[src/icu_regs.svh]
`ifndef ICU_REGS_SVH
`define ICU_REGS_SVH

// control register field positions
`define ICU_BIT_UNUSED 7
`define ICU_BIT_TICK_FLAG 6
`define ICU_BIT_CNT_FLAG 5
`define ICU_BIT_OVC_FLAG 4
`define ICU_BIT_TICK_EN 3
`define ICU_BIT_CNT_EN 2
`define ICU_BIT_OVC_EN 1
`define ICU_BIT_GLOBAL_EN 0
`define ICU_FLAG_LSB 4
`define ICU_EN_LSB 1
`define ICU_CTRL_RESET 8'h00

// source indices, lowest index is most urgent
`define ICU_NUM_SRC 3
`define ICU_SRC_OVC 0
`define ICU_SRC_CNT 1
`define ICU_SRC_TICK 2

// program counter width and vector addresses
`define ICU_PC_W 12
`define ICU_VEC_OVC 12'h004
`define ICU_VEC_CNT 12'h008
`define ICU_VEC_TICK 12'h00C

`endif

[src/icu_pkg.sv]
`include "icu_regs.svh"

package icu_pkg;
	typedef logic [`ICU_PC_W-1:0] pc_t;
	typedef logic [`ICU_NUM_SRC-1:0] src_vec_t;
	typedef enum logic [2:0] {
		ST_IDLE = 3'b001,
		ST_ENTRY = 3'b010,
		ST_RETURN = 3'b100
	} ctl_state_t;
endpackage

[src/irq_arb_if.sv]
`timescale 1ns/1ns

interface irq_arb_if;
	import icu_pkg::*;
	src_vec_t pending;
	src_vec_t grant;
	pc_t vector;
	logic any;
	modport arb(input pending, output grant, output vector, output any);
	modport ctl(output pending, input grant, input vector, input any);
endinterface

[src/three_source_interrupt_ctrl.sv]
`timescale 1ns/1ns
`include "icu_regs.svh"
// Functional notes
// - three internal sources only: counter, over-current, periodic tick.
// - control bits 6,5,4 are tick, counter, over-current request flags.
// - control bits 3,2,1 are tick, counter, over-current enables.
// - bit 0 is global enable; bit 7 always reads zero.
// - a source event sets its flag regardless of any enable.
// - disabled source keeps its flag but never vectors.
// - global enable low blocks every interrupt.
// - taking pushes next address and loads the source vector.
// - every source owns a distinct vector address.
// - servicing any interrupt clears the global enable.
// - events during servicing still set their flags.
// - full return stack blocks acknowledging any request.
// - return from interrupt pops saved address and resumes there.
// - simultaneous requests resolved by fixed priority.
// - any flag rising from low to high wakes the device from sleep or idle.
// - over-current detector report sets the over-current flag.
// - over-current vector needs global, own enable, stack room, flag.
// - servicing over-current clears its flag and the global enable.
// - counter overflow sets its flag; servicing clears it.
// - tick overflow sets its flag; servicing clears it.
// - return from interrupt also sets global enable; plain return not.
// - wake only on a flag's low-to-high change, enables ignored.

module three_source_interrupt_ctrl import icu_pkg::*; (
	input wire logic CLK_SYS_I,
	input wire logic RST_I,
	input wire logic REG_WR_I,
	input wire logic [7:0] REG_WDATA_I,
	output logic [7:0] REG_RDATA_O,
	input wire logic COUNTER_OVF_I,
	input wire logic TICK_OVF_I,
	input wire logic OVERCURRENT_I,
	input wire logic INSTR_BOUNDARY_I,
	input wire logic STACK_FULL_I,
	input wire logic [`ICU_PC_W-1:0] NEXT_PC_I,
	input wire logic [`ICU_PC_W-1:0] STACKED_PC_I,
	input wire logic RET_I,
	input wire logic RETURN_FROM_INTERRUPT_INSTR_I,
	output logic IRQ_PENDING_O,
	output logic STACK_PUSH_O,
	output logic [`ICU_PC_W-1:0] STACK_PUSH_DATA_O,
	output logic STACK_POP_O,
	output logic PC_LOAD_O,
	output logic [`ICU_PC_W-1:0] PC_VALUE_O,
	output logic WAKE_O
);
	src_vec_t flag_r;
	src_vec_t flag_nxt;
	src_vec_t flag_prev_r;
	src_vec_t en_r;
	src_vec_t src_evt;
	logic global_irq_enable_r;
	logic global_irq_enable_nxt;
	logic ovc_s1_r;
	logic ovc_s2_r;
	logic ovc_s3_r;
	logic ovc_rise;
	logic take;
	logic ret_take;
	logic wake_r;
	pc_t pc_value_r;
	pc_t push_data_r;
	ctl_state_t state_r;
	ctl_state_t state_nxt;

	irq_arb_if arb_bus();

	irq_arbiter u_arb (
		.bus(arb_bus.arb)
	);

	// detector is analog-side, so it is synchronised before use
	always_ff @(posedge CLK_SYS_I) begin
		if (RST_I) begin
			ovc_s1_r <= 1'b0;
			ovc_s2_r <= 1'b0;
			ovc_s3_r <= 1'b0;
		end else begin
			ovc_s1_r <= OVERCURRENT_I;
			ovc_s2_r <= ovc_s1_r;
			ovc_s3_r <= ovc_s2_r;
		end
	end

	// edge, not level: a held condition would defeat a software clear
	assign ovc_rise = ovc_s2_r & ~ovc_s3_r;

	assign src_evt[`ICU_SRC_OVC] = ovc_rise;
	assign src_evt[`ICU_SRC_CNT] = COUNTER_OVF_I;
	assign src_evt[`ICU_SRC_TICK] = TICK_OVF_I;

	// enabled pending requests go to the arbiter
	assign arb_bus.pending = flag_r & en_r;

	assign IRQ_PENDING_O = global_irq_enable_r & arb_bus.any
		& ~STACK_FULL_I;
	assign ret_take = (RET_I | RETURN_FROM_INTERRUPT_INSTR_I)
		& (state_r == ST_IDLE);
	// a return in the same boundary goes first; the request stays pending
	assign take = IRQ_PENDING_O & INSTR_BOUNDARY_I & (state_r == ST_IDLE)
		& ~ret_take;

	genvar i;
	generate
		for (i = 0; i < `ICU_NUM_SRC; i = i + 1) begin : g_flag
			// hardware set beats both the service clear and a write
			always_comb begin
				if (src_evt[i]) begin
					flag_nxt[i] = 1'b1;
				end else if (take && arb_bus.grant[i]) begin
					flag_nxt[i] = 1'b0;
				end else if (REG_WR_I) begin
					flag_nxt[i] = REG_WDATA_I[`ICU_FLAG_LSB+i];
				end else begin
					flag_nxt[i] = flag_r[i];
				end
			end
		end
	endgenerate

	always_ff @(posedge CLK_SYS_I) begin
		if (RST_I) begin
			flag_r <= '0;
			flag_prev_r <= '0;
		end else begin
			flag_r <= flag_nxt;
			flag_prev_r <= flag_r;
		end
	end

	always_ff @(posedge CLK_SYS_I) begin
		if (RST_I) begin
			en_r <= '0;
		end else if (REG_WR_I) begin
			en_r <= REG_WDATA_I[`ICU_EN_LSB +: `ICU_NUM_SRC];
		end
	end

	always_comb begin
		global_irq_enable_nxt = global_irq_enable_r;
		if (REG_WR_I) begin
			global_irq_enable_nxt =
				REG_WDATA_I[`ICU_BIT_GLOBAL_EN];
		end
		if (take) begin
			global_irq_enable_nxt = 1'b0;
		end else if (ret_take && RETURN_FROM_INTERRUPT_INSTR_I) begin
			global_irq_enable_nxt = 1'b1;
		end
	end

	always_ff @(posedge CLK_SYS_I) begin
		if (RST_I) begin
			global_irq_enable_r <= 1'b0;
		end else begin
			global_irq_enable_r <= global_irq_enable_nxt;
		end
	end

	// bit 7 is not stored at all
	assign REG_RDATA_O = {1'b0, flag_r, en_r,
		global_irq_enable_r};

	always_comb begin
		state_nxt = state_r;
		case (state_r)
			ST_IDLE: begin
				if (ret_take) begin
					state_nxt = ST_RETURN;
				end else if (take) begin
					state_nxt = ST_ENTRY;
				end
			end
			ST_ENTRY: begin
				state_nxt = ST_IDLE;
			end
			ST_RETURN: begin
				state_nxt = ST_IDLE;
			end
			default: begin
				state_nxt = ST_IDLE;
			end
		endcase
	end

	always_ff @(posedge CLK_SYS_I) begin
		if (RST_I) begin
			state_r <= ST_IDLE;
		end else begin
			state_r <= state_nxt;
		end
	end

	always_ff @(posedge CLK_SYS_I) begin
		if (RST_I) begin
			pc_value_r <= '0;
			push_data_r <= '0;
		end else if (ret_take) begin
			pc_value_r <= STACKED_PC_I;
		end else if (take) begin
			pc_value_r <= arb_bus.vector;
			push_data_r <= NEXT_PC_I;
		end
	end

	assign STACK_PUSH_O = (state_r == ST_ENTRY);
	assign STACK_POP_O = (state_r == ST_RETURN);
	assign PC_LOAD_O = (state_r != ST_IDLE);
	assign STACK_PUSH_DATA_O = push_data_r;
	assign PC_VALUE_O = pc_value_r;

	// a flag already high gives no wake, which lets software mask it
	always_ff @(posedge CLK_SYS_I) begin
		if (RST_I) begin
			wake_r <= 1'b0;
		end else begin
			wake_r <= |(flag_r & ~flag_prev_r);
		end
	end

	assign WAKE_O = wake_r;

	AST_GLOBAL_GATE: assert property (
		@(posedge CLK_SYS_I) disable iff (RST_I)
		!global_irq_enable_r |=> !STACK_PUSH_O)
		else $error("interrupt entered with global enable low");

	AST_FULL_BLOCK: assert property (
		@(posedge CLK_SYS_I) disable iff (RST_I)
		STACK_FULL_I |=> !STACK_PUSH_O)
		else $error("interrupt entered with stack full");

	AST_GLOBAL_CLEARED: assert property (
		@(posedge CLK_SYS_I) disable iff (RST_I)
		STACK_PUSH_O |-> !global_irq_enable_r && PC_LOAD_O)
		else $error("global enable not cleared on entry");

	AST_FLAG_SET: assert property (
		@(posedge CLK_SYS_I) disable iff (RST_I)
		COUNTER_OVF_I |=> flag_r[`ICU_SRC_CNT])
		else $error("counter event did not set its flag");

	AST_OVC_VECTOR: assert property (
		@(posedge CLK_SYS_I) disable iff (RST_I)
		take && arb_bus.pending[`ICU_SRC_OVC] && !ovc_rise |=>
		PC_VALUE_O == `ICU_VEC_OVC && !flag_r[`ICU_SRC_OVC])
		else $error("over-current entry wrong vector or flag kept");

	AST_CNT_PRIO: assert property (
		@(posedge CLK_SYS_I) disable iff (RST_I)
		take && arb_bus.pending[`ICU_SRC_CNT]
		&& !arb_bus.pending[`ICU_SRC_OVC] |=>
		PC_VALUE_O == `ICU_VEC_CNT)
		else $error("counter not preferred over tick");

	AST_RFI_RESTORE: assert property (
		@(posedge CLK_SYS_I) disable iff (RST_I)
		RETURN_FROM_INTERRUPT_INSTR_I && state_r == ST_IDLE
		&& !REG_WR_I |=> global_irq_enable_r && STACK_POP_O
		&& PC_VALUE_O == $past(STACKED_PC_I))
		else $error("return from interrupt did not restore");

	AST_RET_KEEP: assert property (
		@(posedge CLK_SYS_I) disable iff (RST_I)
		RET_I && !RETURN_FROM_INTERRUPT_INSTR_I && state_r == ST_IDLE
		&& !REG_WR_I |=> STACK_POP_O
		&& global_irq_enable_r == $past(global_irq_enable_r))
		else $error("plain return changed global enable");

	AST_WAKE: assert property (
		@(posedge CLK_SYS_I) disable iff (RST_I)
		$rose(flag_r[`ICU_SRC_TICK]) |=> WAKE_O)
		else $error("flag rise gave no wake");

	AST_PUSH_DATA: assert property (
		@(posedge CLK_SYS_I) disable iff (RST_I)
		take |=> STACK_PUSH_O && STACK_PUSH_DATA_O == $past(NEXT_PC_I)
		##1 !STACK_PUSH_O)
		else $error("wrong return address pushed");

	AST_TICK_SET: assert property (
		@(posedge CLK_SYS_I) disable iff (RST_I)
		TICK_OVF_I |=> flag_r[`ICU_SRC_TICK])
		else $error("tick event did not set its flag");

	AST_OVC_SET: assert property (
		@(posedge CLK_SYS_I) disable iff (RST_I)
		ovc_rise |=> flag_r[`ICU_SRC_OVC])
		else $error("over-current event did not set its flag");

	AST_DISABLED_KEEP: assert property (
		@(posedge CLK_SYS_I) disable iff (RST_I)
		flag_r[`ICU_SRC_CNT] && !en_r[`ICU_SRC_CNT] && !REG_WR_I
		|=> flag_r[`ICU_SRC_CNT])
		else $error("disabled source lost its flag");

	AST_OVC_NEEDS: assert property (
		@(posedge CLK_SYS_I) disable iff (RST_I)
		STACK_PUSH_O && PC_VALUE_O == `ICU_VEC_OVC |->
		$past(global_irq_enable_r) && $past(en_r[`ICU_SRC_OVC])
		&& $past(flag_r[`ICU_SRC_OVC]) && !$past(STACK_FULL_I))
		else $error("over-current entry without all conditions");

	AST_TICK_VECTOR: assert property (
		@(posedge CLK_SYS_I) disable iff (RST_I)
		take && arb_bus.grant[`ICU_SRC_TICK] |=>
		PC_VALUE_O == `ICU_VEC_TICK)
		else $error("tick entry used a wrong vector");

	AST_POP_CAUSE: assert property (
		@(posedge CLK_SYS_I) disable iff (RST_I)
		STACK_POP_O |->
		$past(RET_I) || $past(RETURN_FROM_INTERRUPT_INSTR_I))
		else $error("stack popped without a return");

	AST_CNT_CLEAR: assert property (
		@(posedge CLK_SYS_I) disable iff (RST_I)
		take && arb_bus.grant[`ICU_SRC_CNT] && !COUNTER_OVF_I |=>
		!flag_r[`ICU_SRC_CNT])
		else $error("counter flag kept after service");

	AST_TICK_CLEAR: assert property (
		@(posedge CLK_SYS_I) disable iff (RST_I)
		take && arb_bus.grant[`ICU_SRC_TICK] && !TICK_OVF_I |=>
		!flag_r[`ICU_SRC_TICK])
		else $error("tick flag kept after service");

	AST_HELD_PENDING: assert property (
		@(posedge CLK_SYS_I) disable iff (RST_I)
		STACK_PUSH_O && TICK_OVF_I |=> flag_r[`ICU_SRC_TICK])
		else $error("event during service was lost");

	AST_WAKE_CAUSE: assert property (
		@(posedge CLK_SYS_I) disable iff (RST_I)
		WAKE_O |-> ($past(flag_r) & ~$past(flag_r, 2)) != '0)
		else $error("wake without a flag rise");

	AST_TICK_LAST: assert property (
		@(posedge CLK_SYS_I) disable iff (RST_I)
		take && arb_bus.pending[`ICU_SRC_TICK]
		&& arb_bus.pending[`ICU_SRC_CNT] |=> PC_VALUE_O != `ICU_VEC_TICK)
		else $error("tick preferred over counter");

	AST_RET_PC: assert property (
		@(posedge CLK_SYS_I) disable iff (RST_I)
		RET_I && state_r == ST_IDLE |=>
		PC_LOAD_O && PC_VALUE_O == $past(STACKED_PC_I))
		else $error("plain return did not load saved address");
endmodule

[src/irq_arbiter.sv]
`timescale 1ns/1ns
`include "icu_regs.svh"

module irq_arbiter import icu_pkg::*; (
	irq_arb_if.arb bus
);
	src_vec_t higher;

	// each source is granted only when no more urgent one is pending
	genvar i;
	generate
		for (i = 0; i < `ICU_NUM_SRC; i = i + 1) begin : g_prio
			if (i == 0) begin : g_top
				assign higher[i] = 1'b0;
			end else begin : g_rest
				assign higher[i] = higher[i-1] | bus.pending[i-1];
			end
			assign bus.grant[i] = bus.pending[i] & ~higher[i];
		end
	endgenerate

	assign bus.any = |bus.pending;

	always_comb begin
		if (bus.grant[`ICU_SRC_OVC]) begin
			bus.vector = `ICU_VEC_OVC;
		end else if (bus.grant[`ICU_SRC_CNT]) begin
			bus.vector = `ICU_VEC_CNT;
		end else begin
			bus.vector = `ICU_VEC_TICK;
		end
	end
endmodule

[config.mk]
export PLATFORM = sky130hd
export DESIGN_NAME = three_source_interrupt_ctrl
export DESIGN_NICKNAME = d
export VERILOG_FILES = /design/src/icu_pkg.sv /design/src/irq_arb_if.sv /design/src/three_source_interrupt_ctrl.sv /design/src/irq_arbiter.sv
export VERILOG_INCLUDE_DIRS = /design/src
export SDC_FILE = /design/constraint.sdc
export NUM_CORES = 1
export LEC_CHECK = 0
export ABC_AREA = 0
export BUFFER_PORTS_ARGS = -buffer_cell sky130_fd_sc_hd__clkbuf_2
export CORE_ASPECT_RATIO = 0.5
export CORE_MARGIN = 2
export CORE_UTILIZATION = 47
export CTS_CLUSTER_SIZE = 24
export DETAILED_ROUTE_END_ITERATION = 8
export PLACE_DENSITY = 0.79
export SLEW_MARGIN = 20
export SYNTH_ARGS = -nofsm -noshare
export SYNTH_HDL_FRONTEND = slang
export SYNTH_HIERARCHICAL = 1
export SYNTH_SLANG_ARGS = --single-unit
[constraint.sdc]
create_clock -name CLK_SYS_I -period 2.4 [get_ports CLK_SYS_I]
set_input_delay 0.12 -clock CLK_SYS_I [delete_from_list [all_inputs] [get_ports CLK_SYS_I]]
set_output_delay 0.12 -clock CLK_SYS_I [all_outputs]
set_load 0.01 [all_outputs]
**Word level (Yosys, flattened, before mapping)**

Index checks and enable logic that the tools add are counted.

- Register bits after elaboration: 41
- Input port bits: 42
- Output and inout bits: 37
- Logic and storage cells: 70

- Eq/ne operators: 4
- Muxes and demuxes: 17
- Bitwise operators: 20
- Reduce and logical (&&, ||, !) cells: 15

Operators with widths:

| operator | count |
|---|---|
| $mux 12 | 2 |
| $mux 1 | 11 |
| $and 1x1->1 | 9 |
| $mux 3 | 3 |
| $reduce_bool 3->1 | 3 |
| $reduce_or 3->1 | 3 |
| $and 3x3->3 | 2 |
| $not 1->1 | 6 |
| $logic_and 1x1->1 | 4 |
| $mux 4 | 1 |
| $reduce_bool 2->1 | 2 |
| $reduce_or 2->1 | 2 |
| $eq 3x1->1 const B | 1 |
| $eq 3x2->1 const B | 1 |
| $eq 3x3->1 const B | 1 |
| $ne 3x1->1 const B | 1 |
| $not 3->3 | 1 |
| $or 1x1->1 | 2 |
| $reduce_and 2->1 | 1 |

**Logic depth before layout (Yosys ltp)**

Gate-level depths: netlist of run 1.

- Depth in word-level cells: 10
- Mapped depth: 7
- Depth with buffers taken out: 5

**Hierarchy**

Netlist of run 1, hierarchy kept.

By module, submodules not included:

| module | times used | cells each | area each (µm²) | sequential area each (µm²) |
|---|---|---|---|---|
| three_source_interrupt_ctrl | 1 | 185 | 1734.2 | 820.8 |
| irq_arbiter | 1 | 17 | 118.9 | 0.0 |

**Least setup slack after synthesis of run 1**

Ideal clock, no wire load.

- Path type: flip-flop to flip-flop
- Start point: register flag_r[0]
- End point: register pc_value_r[10] (netlist: PC_VALUE_O[10])
- Library setup time: 0.058 ns
- Arrival: 1.753 ns
- Required time: 2.342 ns
- Slack: 0.589 ns
- Cell stages (with the launch flop): 8
- Path buffers: 2
- Clock period less this slack: 1.811 ns
- Cells stage by stage: dfxtp_1 -> and2_1 -> or3_1 -> and4b_1 -> clkbuf_1 -> nand3_1 -> buf_2 -> o221a_2

- Cells in the longest elaborated chain, start to end: 8

Ends and longest elaborated chain:

| what | RTL line | RTL |
|---|---|---|
| from (decl) | three_source_interrupt_ctrl.sv:50 | `src_vec_t flag_r;` |
| from (signal assigned) | three_source_interrupt_ctrl.sv:129 | `flag_r <= flag_nxt;` |
| $and 3x3->3 | three_source_interrupt_ctrl.sv:96 | `assign arb_bus.pending = flag_r & en_r;` |
| named net arb_bus.pending[0] | irq_arb_if.sv:5 | `src_vec_t pending;` |
| $reduce_or 3->1 | irq_arbiter.sv:22 | `assign bus.any = \|bus.pending;` |
| named net arb_bus.any | irq_arb_if.sv:8 | `logic any;` |
| $and 1x1->1 | three_source_interrupt_ctrl.sv:98 | `assign IRQ_PENDING_O = global_irq_enable_r & arb_bus.any` |
| $and 1x1->1 | three_source_interrupt_ctrl.sv:99 | `& ~STACK_FULL_I;` |
| $and 1x1->1 (2 in a row) | three_source_interrupt_ctrl.sv:103 | `assign take = IRQ_PENDING_O & INSTR_BOUNDARY_I & (state_r == ST_IDLE)` |
| $and 1x1->1 | three_source_interrupt_ctrl.sv:104 | `& ~ret_take;` |
| $reduce_bool 2->1 (no source line) | - |  |
| to (signal assigned) | three_source_interrupt_ctrl.sv:204 | `pc_value_r <= arb_bus.vector;` |
| to (decl) | three_source_interrupt_ctrl.sv:64 | `pc_t pc_value_r;` |

The timed path passes the listed nets, and every way through them passes these cells.
A chain may end at the register's enable or synchronous reset.

**Worst setup path in the final report of run 1**

- Start point: register flag_r[0]
- End point: register pc_value_r[9] (netlist: PC_VALUE_O[9])

Same word-level chain as after synthesis.

==> impl_metrics.yaml, run 1 <==
yosys:
  synth_seq_area_share: 0.443
  synth_top_area_share: 0.443
  netlist_top_cells_area: "dfxtp_1, o221a_2, buf_4, o31ai_1, a31oi_1"
  synth_ff_type: "dfxtp_1"
  synth_edf_count: 0
  synthMuxAreaShare: 0.0216
  syn_area_per_cell_sq_um: 9.17
  synth_compound_area_frac: 0.240
  ys_ff_latch: 41
  syn_area_sq_um: 1850
  async_flop_share: 0
  yosys_warnings: 6
  synth_top_area_cell: "dfxtp_1"
  synth_cell_types: 35
  synthAdderAreaFrac: 0
  synth_top_family_by_area: "compound AO/OA/AOI/OAI gates"
  synth_xor_area_frac: 0
  synthSimpleGateAreaFrac: 0.162
  syn_inst: 202
setup_path:
  slowest_stage: "or3_1"
  rrSetupSlack_ps: 490
  cpPeakStageDelay_ps: 420
  critPathLaunchType: "flop"
  reg2reg_depth: 5
  path_max_fanout: 12
  cp_data_required_time_ps: 2640
  crit_chain: "and2_1, or3_1, and4b_1, nand3_1, o221a_2"
  crit_end: "PC_VALUE_O[9]"
  path_buf_inv: 0
  worst_ep_arrival_time_ps: 2150
  cp_num_cells: 5
  critPathKind: "reg -> reg"
  critPathTopFamily: "simple AND/OR/NAND/NOR gates"
  timing.rr.start: "flag_r[0]"
  r2r_end: "PC_VALUE_O[9]"
  worstSetupStartpoint: "flag_r[0]"
  end_kind: "flop"
grt:
  grt_max_degree: 42
  grt_pass1_wl_um: 7580
  overflow: 0
  grt_pass1_vias: 1623
  grt_use_total: 0.211
  grt_antenna_before_repair: 0
clock_tree:
  hold_buffers: 0
  postCtsResizedCells: 0
  clk_pin_slew_ps: 80
  cts_setup_buffers: 0
  worstSkewPairLatency_ps: 290
  cts_made_buffers: 5
  clock-sinks: 41
  htreeDepth: 2
  root_buffer: "clkbuf_8"
  cts_tree: "built"
  clk_path_buf_depth: 2
route:
  first_pass_iters: 4
  vias: 1681
  via_per_inst: 5.20
  wirelength_um: 4420
  drc: 0
  wire_per_inst_um: 13.7
  antenna_left: 0
  drt_iter0_drc: 73
placement:
  preCtsSetupSlack_ps: 494
  dp_cells: 315
  placement.io_buffers: 76
  gp_congestion: 0.743
  dp_hpwl_um: 3130
  post_dp_cell_area_sq_um: 2200
layout:
  final_util: 0.594
  final_cell_mix: "clkbuf_2, dfxtp_1, inv_1"
  nets: 310
  finalInstanceArea_sq_um: 2280
  n_antenna_cell: 0
  drive_gt1_frac: 0.390
  layout_commonest_cell: "clkbuf_2"
  final_cell_count_no_fill: 323
  area_growth_pct: 23.2
power_and_ir_drop:
  cellLeakagePower_nw: 1.05
  ir_worst_vdd_v: 0.000259
  power.density_nw_per_um2: 636
timing:
  fin_crit_sh: 0.797
  timing.fmax_mhz: 523
  clock_skew_ps: 6.30
  relSlewSlack: 0.455
  setup-violations-final: 0
  worst_pin_slew_ps: 817
  final_max_slew_viol_count: 0
  hold_viol: 0
  setup_slack_ps: 486
  rsz0062_at_grt: "false"
  finalCriticalPeriod_ps: 1910
  finalSetupTns_ps: 0
die:
  io_pins: 79
  fp.coreArea_sq_um: 3840
  die_area_sq_um: 4490
  die_w_um: 92.8
  die_h_um: 48.4
  num_rows: 16
  initial_core_util: 0.482
run:
  cap_violations: 0
status:
  status: "complete, no violations"
worst_hold_path:
  hold_class: "in -> reg"
## registers in the layout, summed over array words and instances, names as in the netlist, 3 cells and up
name and cells:
STACK_PUSH_DATA_O 12, en_r 3, flag_prev_r 3, state_r 3
PC_VALUE_O 12, flag_r 3
## final cells by class
cell class,instances,area (sq um)
timing repair buffer,80,410
sequential,41,821
clock inverter,3,17.5
multi-input combinational,121,826
fill,363,1560
clock buffer,5,68.8
inverter,19,71.3
tap,54,67.6
## worst min-delay path by stage
stage / from / endpoint / slack (ps) / cells after the start
2_1_floorplan: OVERCURRENT_I / ovc_s1_r / 250 / 1
3_3_place_gp: OVERCURRENT_I / ovc_s1_r / 330 / 2
3_5_place_dp: OVERCURRENT_I / ovc_s1_r / 340 / 2
4_1_cts: OVERCURRENT_I / ovc_s1_r / 30 / 2
5_1_grt: REG_WDATA_I[3] / en_r[2] / 50 / 3
6_report: OVERCURRENT_I / ovc_s1_r / 40 / 2
## synthesized netlist by cell type, types with 2 or more instances
cell	n
clkbuf_1	13
o221a_2	12
a311oi_1	2
nand2b_1	2
buf_4	14
o31ai_1	12
nor3_1	3
dfxtp_1	41
a211oi_1	2
inv_1	18
conb_1	2
a31oi_1	13
nand4_1	12
a21oi_1	12
buf_2	3
and2_1	3
mux2i_1	4
nor2_1	7
nor2b_1	9
nor3b_1	3
## kinds of logic (layout without fill, tap and decap cells)
group | count (synthesis) | after routing
multiplexers | 4 | 4
AO/OA/AOI/OAI | 58 | 58
flip-flops | 41 | 41
buffers and inverters | 49 | 107
AND/OR/NAND/NOR | 48 | 48
other | 2 | 11
## through the flow
| stage | hold slack, ps | power, mW |
|---|---|---|
| finish | 40.2 | 1.45 |
| CTS | 33.5 | 1.46 |
| global route | 51.0 | 1.53 |
| floorplan | 248 | 0.938 |
| global placement | 332 | 1.01 |
| detailed placement | 338 | 1.03 |
## report_power, final
part	switching, mW	leakage, nW	internal (mW)
sequential	0.0283	0.337	0.724
clock	0.240	0.0439	0.201
combinational	0.147	0.670	0.112
## routing by layer
layer  part of all wire  vias up  track usage
met5                  0        -            0
met4             0.0018        0       0.0564
met3              0.054        2       0.0483
met2               0.48       54        0.345
met1               0.46      774        0.283
li1                   -      851            -
(Power assumes the default switching activity.)
==> run 2, diff against run 1 <==
Settings changed: ABC_AREA 0 to 1, PLACE_DENSITY 0.79 to 0.78.
Clock period 2.4 ns to 2 ns, I/O delays scaled along.
==> impl_metrics.yaml, run 2 <==
placement:
  gp_congestion: 0.785
  dp_cells: 384
  placement.io_buffers: 76
  dp_hpwl_um: 3130
route:
  wire_per_inst_um: 10.7
  wirelength_um: 4220
  drc: 0
  vias: 1749
  via_per_inst: 4.44
  antenna_left: 0
  first_pass_iters: 4
  drt_iter0_drc: 61
clock_tree:
  htreeDepth: 2
  cts_tree: "built"
  clk_path_buf_depth: 2
  clock-sinks: 41
  root_buffer: "clkbuf_8"
  clk_pin_slew_ps: 80
  cts_made_buffers: 5
  worstSkewPairLatency_ps: 290
timing:
  final_max_slew_viol_count: 0
  finalSetupTns_ps: 0
  finalCriticalPeriod_ps: 1770
  hold_viol: 0
  setup-violations-final: 0
  fin_crit_sh: 0.886
  rsz0062_at_grt: "false"
  clock_skew_ps: 8.23
  timing.fmax_mhz: 565
yosys:
  async_flop_share: 0
  netlist_top_cells_area: "dfxtp_1, nor2_1, nand2_1, o21ai_0, buf_4"
  syn_area_per_cell_sq_um: 7.14
  ys_ff_latch: 41
  syn_area_sq_um: 1910
  synth_seq_area_share: 0.429
  synth_top_area_cell: "dfxtp_1"
  synth_top_area_share: 0.429
  synth_ff_type: "dfxtp_1"
  synth_cell_types: 25
  synth_commonest_cells: "nor2_1, nand2_1, dfxtp_1"
  syn_inst: 268
  synth_edf_count: 0
  yosys_warnings: 6
  yosysMostFrequentCell: "nor2_1"
setup_path:
  critPathKind: "reg -> reg"
  critPathLaunchType: "flop"
  worst_ep_arrival_time_ps: 1940
  reg2reg_depth: 11
  end_kind: "flop"
  cp_data_required_time_ps: 2170
  path_max_fanout: 13
die:
  io_pins: 79
  initial_core_util: 0.490
  num_rows: 16
  die_w_um: 94.2
  die_h_um: 49.1
  fp.coreArea_sq_um: 3900
  die_area_sq_um: 4630
grt:
  grt_antenna_before_repair: 0
  grt_pass1_vias: 1554
  grt_max_degree: 21
  overflow: 0
  grt_pass1_wl_um: 6800
  grt_use_total: 0.184
worst_hold_path:
  hold_path_depth: 3
  hold_class: "in -> reg"
power_and_ir_drop:
  ir_worst_vdd_v: 0.000455
  power.density_nw_per_um2: 904
  cellLeakagePower_nw: 1.28
status:
  status: "complete, no violations"
layout:
  final_cell_count_no_fill: 394
  n_antenna_cell: 0
  area_growth_pct: 25.2
  fillers: 382
  layout_commonest_cell: "clkbuf_2"
  final_cell_mix: "clkbuf_2, nor2_1, nand2_1"
  nets: 381
  drive_gt1_frac: 0.321
run:
  cap_violations: 0
==> run 2: cell count changes after synthesis, moves of 9 or more <==
cell      previous run  this run
nand2_1              1        54
nor2_1               7        56
o21ai_0              0        30
a31oi_1             13         0
nor2_2               0        12
o221a_2             12         0
o31ai_1             12         0
clkbuf_1            13         4
nand4_1             12         3
nor2b_1              9         0
==> run 2: kinds of logic (layout without fill, tap and decap cells) <==
logic type / count (synthesis) / count (layout) / synth area share
AND/OR/NAND/NOR: 138 / 138 / 0.327
buffers and inverters: 50 / 113 / 0.143
AO/OA/AOI/OAI: 37 / 37 / 0.0974
other: 2 / 11 / 0.00393
flip-flops: 41 / 41 / 0.429
==> run 2: per-layer routing <==
| metal | track usage | wire, um | vias up |
|---|---|---|---|
| met5 | 0 | 0 | - |
| met4 | 0.0435 | 17 | 0 |
| met3 | 0.0479 | 279 | 2 |
| met2 | 0.318 | 2020 | 54 |
| met1 | 0.232 | 1900 | 755 |
| li1 | - | - | 938 |
==> run 2: worst paths after layout <==
kind / from / endpoint / slack (ps)
setup / recovery: flag_r[0] / PC_VALUE_O[11] / 230
hold / removal: COUNTER_OVF_I / flag_r[1] / 20
setup reg to reg: flag_r[0] / PC_VALUE_O[11] / 230
hold reg to reg: ovc_s1_r / ovc_s2_r / 390
==> run 2: cell type report <==
class                   instances  area, sq um  share of cell area
multi-input cells             186          853               0.356
repair buffers                 79          418               0.174
clock inverters                 3         65.1              0.0272
well taps                      54         67.6              0.0282
flip-flops and latches         41          821               0.343
clock buffers                   5         68.8              0.0287
inverters                      26          103              0.0428
==> run 2: worst max-delay path, stage by stage, from the launching register on <==
cell,delay [ps]
dfxtp_1,380
nand2_1,70
inv_1,100
inv_2,70
nand3_1,90
nand3_1,110
nor2_1,260
nand2_4,120
nand2_4,160
inv_4,120
nor2_2,120
nor2_1,60
==> run 2: through the flow <==
stage,hold WS (ps),utilization,setup slack (ps),power [mW],cell area [sq um]
final,23.0,0.614,229,2.17,2400
after global routing,13.2,0.614,34.3,2.29,2400
after CTS,13.3,0.609,203,2.19,2380
after detailed placement,299,0.572,222,1.41,2230
after global placement,296,0.572,290,1.39,2230
after floorplan,207,-,394,1.29,1950
==> run 2: timing repair <==
| action | 4_1_cts | 5_1_grt |
|---|---|---|
| resized for setup | 0 | 0 |
| setup endpoints to repair | 0 | 1 |
| endpoints found under the hold margin | 1 | 0 |
| hold buffers | 1 | 0 |
| buffers inserted | 0 | 1 |
==> run 2: power by group <==
part	internal, mW	leakage [nW]	total [mW]	switching (mW)
logic	0.173	0.871	0.460	0.287
registers	0.888	0.337	0.930	0.0422
clock network	0.496	0.0681	0.775	0.279
total	1.56	1.28	2.17	0.609
